File: src/codec_port_pkg.sv
// Constants and types for the codec serial port core
package codec_port_pkg;

    // Register indices on the plain register port
    localparam logic [3:0] ctrl_one_idx = 4'h0;
    localparam logic [3:0] ctrl_two_idx = 4'h1;
    localparam logic [3:0] status_idx = 4'h2;
    localparam int buf_base_pos = 3;

    // Control one field positions and masks
    localparam int port_enable_pos = 15;
    localparam int idle_stop_pos = 13;
    localparam int loopback_pos = 11;
    localparam int clock_dir_pos = 10;
    localparam int clock_edge_pos = 9;
    localparam int fs_dir_pos = 8;
    localparam int underflow_pos = 7;
    localparam int idle_out_mode_pos = 6;
    localparam int justify_pos = 5;
    localparam logic [15:0] ctrl_one_mask = 16'hafe3;
    localparam logic [15:0] ctrl_one_reset = 16'h0000;
    localparam logic [3:0] word_len_m1_reset = 4'hf;

    // Frame sync modes
    localparam logic [1:0] fs_multi_channel = 2'h0;
    localparam logic [1:0] fs_inter_ic = 2'h1;
    localparam logic [1:0] fs_link_16 = 2'h2;
    localparam logic [1:0] fs_link_20 = 2'h3;

    // Serial clock made here: half period in master clock cycles
    localparam logic [7:0] sck_half_cycles = 8'h04;
    localparam int sync_stages = 3;

    typedef struct packed {
        logic port_enable_bit;
        logic unused14;
        logic idle_stop_bit;
        logic unused12;
        logic loopback_bit;
        logic clock_direction_bit;
        logic clock_edge_select;
        logic frame_sync_direction_bit;
        logic underflow_mode_bit;
        logic idle_output_mode_bit;
        logic justification_bit;
        logic [2:0] unused4_2;
        logic [1:0] frame_sync_mode_field;
    } ctrl_one_type;

    typedef enum logic [0:0] {st_wait, st_word} engine_state_type;

endpackage : codec_port_pkg

File: src/codec_serial_port_core.sv
// Codec serial port core: control, shadow buffers and serial engine
//
// The register offsets and strobed register access are this design's own decisions.
`timescale 1ns/10ps
`default_nettype none
module codec_serial_port_core
    import codec_port_pkg::*;
(
    // Clock and reset
    input wire logic mclk,
    input wire logic reset_n,
    // Register port
    input wire logic [3:0] reg_addr,
    input wire logic [15:0] reg_wdata,
    input wire logic reg_wr,
    input wire logic reg_rd,
    output logic [15:0] reg_rdata,
    // Processor state
    input wire logic cpu_idle,
    // Serial clock pin
    input wire logic serial_clock_pin_in,
    output logic serial_clock_pin_out,
    output logic serial_clock_pin_oe,
    // Serial data output pin
    output logic serial_out_pin_out,
    output logic serial_out_pin_oe,
    // Serial data input pin
    input wire logic serial_in_pin_in,
    output logic serial_in_pin_oe,
    // Frame sync pin
    input wire logic frame_sync_pin_in,
    output logic frame_sync_pin_out,
    output logic frame_sync_pin_oe
);

    function automatic logic [2:0] buf_addr(input logic tx,
                                            input logic [1:0] cnt);
        buf_addr = {tx, cnt};
    endfunction : buf_addr

    // Pin synchronisers: clock, frame sync, data in
    logic [2:0] pin_in;
    logic [2:0] level_r;
    wire logic [2:0] level_nxt;
    assign pin_in = {serial_in_pin_in, frame_sync_pin_in,
                     serial_clock_pin_in};

    genvar g;
    generate
        for (g = 0; g < 3; g++) begin : g_sync
            logic [sync_stages-1:0] sh_r;
            always_ff @(posedge mclk or negedge reset_n) begin
                if (!reset_n) begin
                    sh_r <= '0;
                end else begin
                    sh_r <= {sh_r[sync_stages-2:0], pin_in[g]};
                end
            end
            // Only a level that two stages agree on counts
            assign level_nxt[g] = (sh_r[1] == sh_r[2]) ? sh_r[2]
                                                      : level_r[g];
        end
    endgenerate

    // Registers
    ctrl_one_type ctrl_r, ctrl_nxt;
    logic [3:0] wl_m1_r, wl_m1_nxt;
    logic [15:0] cpu_buf_r [8];
    logic [15:0] cpu_buf_nxt [8];
    logic [15:0] shadow_r [8];
    logic [15:0] shadow_nxt [8];
    logic [15:0] rdata_r, rdata_nxt;

    // Engine state
    engine_state_type state_r, state_nxt;
    logic [15:0] shift_r, shift_nxt;
    logic [3:0] bit_cnt_r, bit_cnt_nxt;
    logic [1:0] addr_cnt_r, addr_cnt_nxt;
    logic [3:0] slot_cnt_r, slot_cnt_nxt;
    logic [7:0] div_r, div_nxt;
    logic sck_r, sck_nxt;
    logic sdo_r, sdo_nxt;
    logic fs_out_r, fs_out_nxt;
    logic fs_seen_r, fs_seen_nxt;
    logic pend_r, pend_nxt;
    logic en_d_r;

    logic en, run, int_clk, int_fs;
    logic sck_now, sck_prev, rise_ev, fall_ev;
    logic sample_ev, launch_ev, fs_now, fs_act, din;
    logic [15:0] rx_word;
    logic wrap;
    logic tick;

    assign en = ctrl_r.port_enable_bit;
    assign run = en && !(ctrl_r.idle_stop_bit && cpu_idle);
    assign int_clk = !ctrl_r.clock_direction_bit;
    assign int_fs = !ctrl_r.frame_sync_direction_bit;
    // Divider toggle is decoded apart, so edge detection never loops
    assign tick = run && int_clk && (div_r == sck_half_cycles - 8'h01);

    // Serial clock edges, from the divider or the pin
    assign sck_now = int_clk ? (sck_r ^ tick) : level_nxt[0];
    assign sck_prev = int_clk ? sck_r : level_r[0];
    assign rise_ev = run && sck_now && !sck_prev;
    assign fall_ev = run && !sck_now && sck_prev;
    assign sample_ev = ctrl_r.clock_edge_select ? rise_ev : fall_ev;
    assign launch_ev = ctrl_r.clock_edge_select ? fall_ev : rise_ev;

    // I2S word select pulses low for one bit at slot zero; other modes pulse high
    assign fs_act = (ctrl_r.frame_sync_mode_field == fs_inter_ic)
                    ? 1'b0 : 1'b1;
    assign fs_now = int_fs ? (slot_cnt_r == 4'h0) : fs_seen_r;
    assign din = ctrl_r.loopback_bit ? sdo_r : level_r[2];
    assign rx_word = {shift_r[14:0], din} << (4'hf - bit_cnt_r);
    assign wrap = (addr_cnt_r == 2'h3);

    always_comb begin
        ctrl_nxt = ctrl_r;
        wl_m1_nxt = wl_m1_r;
        rdata_nxt = 16'h0000;
        cpu_buf_nxt = cpu_buf_r;
        shadow_nxt = shadow_r;
        state_nxt = state_r;
        shift_nxt = shift_r;
        bit_cnt_nxt = bit_cnt_r;
        addr_cnt_nxt = addr_cnt_r;
        slot_cnt_nxt = slot_cnt_r;
        div_nxt = div_r;
        sck_nxt = sck_r;
        sdo_nxt = sdo_r;
        fs_out_nxt = fs_out_r;
        fs_seen_nxt = fs_seen_r;
        pend_nxt = pend_r;

        // Register port
        if (reg_wr) begin
            if (reg_addr == ctrl_one_idx) begin
                ctrl_nxt = reg_wdata & ctrl_one_mask;
            end else if (reg_addr == ctrl_two_idx) begin
                wl_m1_nxt = reg_wdata[3:0];
            end else if (reg_addr[buf_base_pos] && reg_addr[2]) begin
                cpu_buf_nxt[reg_addr[2:0]] = reg_wdata;
            end
        end
        if (reg_rd) begin
            if (reg_addr == ctrl_one_idx) begin
                rdata_nxt = ctrl_r;
            end else if (reg_addr == ctrl_two_idx) begin
                rdata_nxt = {12'h000, wl_m1_r};
            end else if (reg_addr == status_idx) begin
                rdata_nxt = {13'h0, state_r == st_word, addr_cnt_r};
            end else if (reg_addr[buf_base_pos]) begin
                rdata_nxt = cpu_buf_r[reg_addr[2:0]];
            end
        end

        if (!en) begin
            // Disabled port holds its place at slot zero
            state_nxt = st_wait;
            addr_cnt_nxt = 2'h0;
            slot_cnt_nxt = 4'h0;
            div_nxt = 8'h00;
            sck_nxt = 1'b0;
            sdo_nxt = 1'b0;
            fs_out_nxt = !fs_act;
            fs_seen_nxt = 1'b0;
            pend_nxt = 1'b0;
        end else begin
            if (!en_d_r) begin
                for (int i = 0; i < 4; i++) begin
                    shadow_nxt[buf_addr(1'b1, i[1:0])] =
                        cpu_buf_r[buf_addr(1'b1, i[1:0])];
                end
            end
            if (run && int_clk) begin
                if (tick) begin
                    div_nxt = 8'h00;
                    sck_nxt = !sck_r;
                end else begin
                    div_nxt = div_r + 8'h01;
                end
            end
            if (sample_ev && !int_fs) begin
                fs_seen_nxt = (level_r[1] == fs_act);
            end
            if (launch_ev) begin
                if (int_fs) begin
                    fs_out_nxt = (slot_cnt_r == 4'h0) ? fs_act : !fs_act;
                    slot_cnt_nxt = slot_cnt_r + 4'h1;
                end
                if ((fs_now && ctrl_r.justification_bit) || pend_r) begin
                    // Word begins: load transmit slot into shift register
                    shift_nxt = shadow_r[buf_addr(1'b1, addr_cnt_r)];
                    sdo_nxt = shift_nxt[15];
                    bit_cnt_nxt = 4'h0;
                    state_nxt = st_word;
                    pend_nxt = 1'b0;
                end else begin
                    pend_nxt = fs_now && !ctrl_r.justification_bit;
                    if (state_r == st_word) begin
                        sdo_nxt = shift_r[15];
                    end
                end
            end
            if (sample_ev && state_r == st_word) begin
                shift_nxt = {shift_r[14:0], din};
                bit_cnt_nxt = bit_cnt_r + 4'h1;
                if (bit_cnt_r == wl_m1_r) begin
                    // Stop after word length: unused low bits never go out
                    state_nxt = st_wait;
                    shadow_nxt[buf_addr(1'b0, addr_cnt_r)] = rx_word;
                    addr_cnt_nxt = addr_cnt_r + 2'h1;
                    if (wrap) begin
                        // Swap halves only at a full pass, so software
                        // sees a whole set of words at once
                        for (int i = 0; i < 4; i++) begin
                            cpu_buf_nxt[buf_addr(1'b0, i[1:0])] =
                                shadow_nxt[buf_addr(1'b0, i[1:0])];
                            shadow_nxt[buf_addr(1'b1, i[1:0])] =
                                cpu_buf_nxt[buf_addr(1'b1, i[1:0])];
                        end
                    end
                end
            end
        end
    end

    always_ff @(posedge mclk or negedge reset_n) begin
        if (!reset_n) begin
            level_r <= 3'h0;
            ctrl_r <= ctrl_one_reset;
            wl_m1_r <= word_len_m1_reset;
            rdata_r <= 16'h0000;
            for (int i = 0; i < 8; i++) begin
                cpu_buf_r[i] <= 16'h0000;
                shadow_r[i] <= 16'h0000;
            end
            state_r <= st_wait;
            shift_r <= 16'h0000;
            bit_cnt_r <= 4'h0;
            addr_cnt_r <= 2'h0;
            slot_cnt_r <= 4'h0;
            div_r <= 8'h00;
            sck_r <= 1'b0;
            sdo_r <= 1'b0;
            fs_out_r <= 1'b0;
            fs_seen_r <= 1'b0;
            pend_r <= 1'b0;
            en_d_r <= 1'b0;
        end else begin
            level_r <= level_nxt;
            ctrl_r <= ctrl_nxt;
            wl_m1_r <= wl_m1_nxt;
            rdata_r <= rdata_nxt;
            cpu_buf_r <= cpu_buf_nxt;
            shadow_r <= shadow_nxt;
            state_r <= state_nxt;
            shift_r <= shift_nxt;
            bit_cnt_r <= bit_cnt_nxt;
            addr_cnt_r <= addr_cnt_nxt;
            slot_cnt_r <= slot_cnt_nxt;
            div_r <= div_nxt;
            sck_r <= sck_nxt;
            sdo_r <= sdo_nxt;
            fs_out_r <= fs_out_nxt;
            fs_seen_r <= fs_seen_nxt;
            pend_r <= pend_nxt;
            en_d_r <= en;
        end
    end

    // Pins
    assign reg_rdata = rdata_r;
    assign serial_clock_pin_out = sck_r;
    assign serial_clock_pin_oe = en && int_clk;
    assign serial_out_pin_out = (state_r == st_word) ? sdo_r : 1'b0;
    assign serial_out_pin_oe = en && ((state_r == st_word) ||
                               !ctrl_r.idle_output_mode_bit);
    assign serial_in_pin_oe = 1'b0;
    assign frame_sync_pin_out = fs_out_r;
    assign frame_sync_pin_oe = en && int_fs;

endmodule : codec_serial_port_core
`default_nettype wire

File: config.mk
export PLATFORM = sky130hd
export DESIGN_NAME = codec_serial_port_core
export DESIGN_NICKNAME = d
export VERILOG_FILES = /design/src/codec_port_pkg.sv /design/src/codec_serial_port_core.sv
export SDC_FILE = /design/constraint.sdc
export NUM_CORES = 1
export LEC_CHECK = 0
export ABC_CLOCK_PERIOD_IN_PS = 3700
export BUFFER_PORTS_ARGS = -buffer_cell sky130_fd_sc_hd__buf_2
export CAP_MARGIN = 40
export CORE_MARGIN = 5
export CORE_UTILIZATION = 45
export CTS_CLUSTER_SIZE = 10
export DETAILED_ROUTE_END_ITERATION = 6
export GPL_TIMING_DRIVEN = 0
export PLACE_DENSITY = 0.6
export SLEW_MARGIN = 40
export SYNTH_ARGS = -nofsm -noshare
export SYNTH_HDL_FRONTEND = slang
export SYNTH_SLANG_ARGS = --single-unit
export TNS_END_PERCENT = 50
File: constraint.sdc
create_clock -name mclk -period 3.7 [get_ports mclk]
set_clock_uncertainty 0.15 [all_clocks]
set_input_delay 0 -clock mclk [delete_from_list [all_inputs] [get_ports mclk]]
set_output_delay 0 -clock mclk [all_outputs]
set_load 0.03 [all_outputs]
==> metrics.md <==
| Metric | Value |
|---|---|
| Number of buffers on the longest clock path | 3 |
| Count of distinct cell types in the synthesized netlist | 61 |
| Clock latency reported for the late side of the worst-skew pair | 0.55 ns |
| Number of vias per cell | 6.05 |
| Total Routed Length | about 49,000 um |
| Critical path data arrival time | roughly 3.7 ns |
| Starting DRC count in detailed routing | 988 |
| X dimension of the die | approximately 200 um |
| Number of placement rows | 69 |
| Standby leakage power | around 9 nW |
| Post-layout worst setup margin | roughly 0.22 ns |
| Buffer type at the clock tree root | sky130_fd_sc_hd__clkbuf_16 |
| Largest net degree at the start of global routing | 73 |
| Power Dens Cells | 584 mW/mm^2 |
| Number of nets in the final layout | roughly 1,500 |
| Critical path data required time | 3.94 ns |
| All-layer global routing usage | 0.256 |
| Crit path time final | about 3.5 ns |
| Die area | 0.0394 mm^2 |
| Seq pwr share | 0.457 |
| Number of antenna violations at the first check in global routing | 0 |
| Clock transition time at the flip-flop clock pins of the worst setup and hold paths | 0.05 ns |
| Port Buf Inserts | 47 |
| Register bit total from synthesis | roughly 320 |
| Pre-antenna DRT Iters | 5 |
| Initial standard-cell utilization of the core | 0.452 |
| Share of cells above drive strength 1 | 0.240 |
| Setup TNS | 0 ns |
| I/O pin count | 51 |
| Portion of total power attributed to the clock network | 0.329 |
| Chip height | 198 um |
| Outcome | completed |
| Critical-path maximum fanout | 10 |
| Worst-case vdd ir drop | between 0.3 and 0.4 mV |
| Total of endpoints with negative setup slack in the final report | 0 |
| Most common flop cell mapped by yosys | sky130_fd_sc_hd__dfrtp_1 |
| Netlist Area Pre-Place | 0.0160 mm^2 |
| Cell-internal power | 7.49 mW |
| Inserted Diodes | 0 |
| Post-detailed-route count of antenna-violating nets | 0 |
| Vias in the first global route | between 10,000 and 15,000 |
| Number of nets in the synthesized netlist | approximately 1,400 |
| Sw Ratio | 0.306 |
| Highest clock rate | about 290 MHz |
| Placed cell areas | between 0.015 and 0.02 mm^2 |
| CTS H-Tree Depth | 2 |
| Portion of the post-synthesis area used by sequential elements | 0.508 |
| Global-route wire length before repair | 75,500 um |
| Number of max-cap violations | 0 |
| Logic gate share of total power | 0.215 |
| Routed len/inst | 25.6 um |
| Placeable core area | between 0.03 and 0.04 mm^2 |
| Post-synth EDFFs | 0 |
| Count of final max-slew check failures | 0 |
| Syn Inst Count | 1,327 |
| Synth warnings | 0 |
| Final weighted congestion in routability-driven placement | ~0.91 |
| Number of remaining DRC errors | 0 |
| Number of clock buffers inserted by TritonCTS | 39 |
| Worst-case setup slack after placement | 0.0915 ns |
| Post-synthesis to final-layout area growth | 15.5% |
| CTS sink cnt | around 320 |
| Crit path capture type | register |
| Switching Power | 3.29 mW |
| TritonCTS clock tree | built |
| Count of buffers added by post-CTS timing repair for setup | 0 |
| Utilization after layout | 0.522 |
| Via count | around 12,000 |
| Normalized max-slew margin | 0.413 |
| Synth async-reset ratio | 1.00 |
| Final worst-path cycle share | 0.942 |
| Half-perimeter wire length after placement | 36,700 um |
| Crit start category | register |
| Fin. Hold Viols | 0 |
| RSZ-0062 raised after global routing | false |
| Pin slew with the least headroom to its limit | 0.881 ns |
| Hold Path Class | in2reg |
| Post-route standard cell area excluding fillers | around 0.018 mm^2 |
| Post-Synthesis Mean Instance Area | 12.0 um^2 |
| Crit Path Category | reg2reg |
| Remaining global-route overflow | 0 |
| Smallest hold slack | around 0.085 ns |
## through the flow
stage,instances,total power [mW]
floorplan,1327,6.22
global placement,1835,7.12
detailed placement,1840,7.20
CTS,1931,10.8
global route,1931,11.2
finish,1931,10.8
## Yosys cell counts (3+ instances only)
library cell               instances  share of area
sky130_fd_sc_hd__dfrtp_1         320           0.50
sky130_fd_sc_hd__mux2_2          131          0.092
sky130_fd_sc_hd__and3_1          116          0.045
sky130_fd_sc_hd__nand2_1         116          0.027
sky130_fd_sc_hd__clkbuf_1         67          0.016
sky130_fd_sc_hd__a211o_1          64          0.035
sky130_fd_sc_hd__mux4_2           62          0.087
sky130_fd_sc_hd__nor2_1           60          0.014
sky130_fd_sc_hd__mux2i_1          49          0.031
sky130_fd_sc_hd__a21oi_1          47          0.015
sky130_fd_sc_hd__o21ai_0          46          0.014
sky130_fd_sc_hd__buf_2            29         0.0091
sky130_fd_sc_hd__mux2_1           20          0.014
sky130_fd_sc_hd__and4_1           18         0.0099
sky130_fd_sc_hd__nand3_1          17         0.0053
sky130_fd_sc_hd__inv_1            14         0.0033
sky130_fd_sc_hd__a211oi_1         13         0.0061
sky130_fd_sc_hd__a21o_1           13         0.0061
sky130_fd_sc_hd__a31oi_1          13         0.0051
sky130_fd_sc_hd__ha_1              8         0.0063
sky130_fd_sc_hd__a22oi_1           6         0.0028
sky130_fd_sc_hd__nand4_1           6         0.0023
sky130_fd_sc_hd__nor3_1            6         0.0019
sky130_fd_sc_hd__o21a_1            6         0.0028
sky130_fd_sc_hd__xnor2_1           6         0.0033
sky130_fd_sc_hd__and2_1            5         0.0020
sky130_fd_sc_hd__nor2b_1           5         0.0020
sky130_fd_sc_hd__xor2_1            5         0.0027
sky130_fd_sc_hd__buf_1             4        0.00094
sky130_fd_sc_hd__buf_4             4         0.0019
sky130_fd_sc_hd__dfstp_2           4         0.0066
sky130_fd_sc_hd__buf_6             3         0.0021
sky130_fd_sc_hd__maj3_1            3         0.0019
sky130_fd_sc_hd__nand2b_1          3         0.0012
sky130_fd_sc_hd__o211ai_1          3         0.0014
## layout make-up
cell class	instances	area, um^2
buffer	108	485
clock buffer	53	1090
clock inverter	3	55.1
fill	3019	16900
inverter	15	56.3
multi-input combinational	880	7340
sequential	324	8110
tap	461	577
timing repair buffer	87	733
## worst paths after layout
path | slack, ns | cells past startpoint | from | to
max in group asynchronous | 1.53 | 6 | reset_n | wl_m1_r[2]
max reg2reg | 0.22 | 10 | div_r[0] | cpu_buf_r[116]
min in group asynchronous | 0.39 | 3 | reset_n | div_r[3]
min reg2reg | 0.20 | 0 | g_sync[2].sh_r[0] | g_sync[2].sh_r[1]
min | 0.09 | 6 | reg_addr[1] | reg_rdata[0]
max | 0.22 | 10 | div_r[0] | cpu_buf_r[116]
## cells by family after synthesis
kind of cell / count (synthesis) / synth area share
adder cells (fa/ha/maj): 11 / 0.00815
other: 1 / 0.000235
AND/OR/NAND/NOR: 368 / 0.121
AO/OA/AOI/OAI: 227 / 0.0984
multiplexers: 262 / 0.225
XOR/XNOR: 11 / 0.00603
flip-flops: 324 / 0.508
buffers and inverters: 123 / 0.0336
## worst max-delay path, cell delays in order (launching register included)
cell,delay [ns]
sky130_fd_sc_hd__dfrtp_1,0.38
sky130_fd_sc_hd__ha_1,0.23
sky130_fd_sc_hd__nor4b_4,0.31
sky130_fd_sc_hd__nand4b_4,0.22
sky130_fd_sc_hd__o211ai_2,0.33
sky130_fd_sc_hd__nand3_1,0.41
sky130_fd_sc_hd__buf_2,0.37
sky130_fd_sc_hd__clkbuf_1,0.38
sky130_fd_sc_hd__clkbuf_2,0.34
sky130_fd_sc_hd__nand2_1,0.11
sky130_fd_sc_hd__o21ai_0,0.09
## repair_timing
item / CTS / global route
resized for setup: 0 / 4
hold buffers: 35 / 0
hold endpoints to repair: 414 / 0
setup endpoints to repair: 0 / 8
## state kept, by name, indices dropped and copies added, names as in the netlist, 2 cells and up
register	count
div_r	8
cpu_buf_r	128
addr_cnt_r	2
shadow_r	112
reg_rdata	16
level_r	3
slot_cnt_r	4
wl_m1_r	4
shift_r	16
g_sync.sh_r	9
ctrl_r	10
bit_cnt_r	4
## power by group through the flow
stage                     Clock (mW)  Sequential [mW]  Combinational, mW
after global placement             0             4.90               2.22
after global routing            3.74             4.98               2.51
after floorplan                    0             4.60               1.62
after CTS                       3.61             4.88               2.32
after detailed placement           0             4.93               2.27
final                           3.55             4.92               2.31
## placed cells by master (no fill, tap or decap), types with 17 or more instances in the layout
cell type and count:
sky130_fd_sc_hd__nor2_1 60, sky130_fd_sc_hd__nand2_1 116, sky130_fd_sc_hd__and3_1 116, sky130_fd_sc_hd__mux2i_1 49
sky130_fd_sc_hd__dlygate4sd3_1 35, sky130_fd_sc_hd__mux4_2 62, sky130_fd_sc_hd__nand3_1 17, sky130_fd_sc_hd__dfrtp_1 320
sky130_fd_sc_hd__clkbuf_1 72, sky130_fd_sc_hd__buf_2 75, sky130_fd_sc_hd__a211o_1 64, sky130_fd_sc_hd__and4_1 18
sky130_fd_sc_hd__mux2_1 20, sky130_fd_sc_hd__clkbuf_16 40, sky130_fd_sc_hd__mux2_2 131, sky130_fd_sc_hd__a21oi_1 47
sky130_fd_sc_hd__o21ai_0 46
## metal layers
metal | share of wire | track usage | up-vias
met5 | 0 | 0 | -
met4 | 0.045 | 0.111 | 0
met3 | 0.076 | 0.0423 | 87
met1 | 0.45 | 0.383 | 5949
met2 | 0.43 | 0.371 | 489
li1 | - | - | 5153
Power figures use the tool's default switching activity.
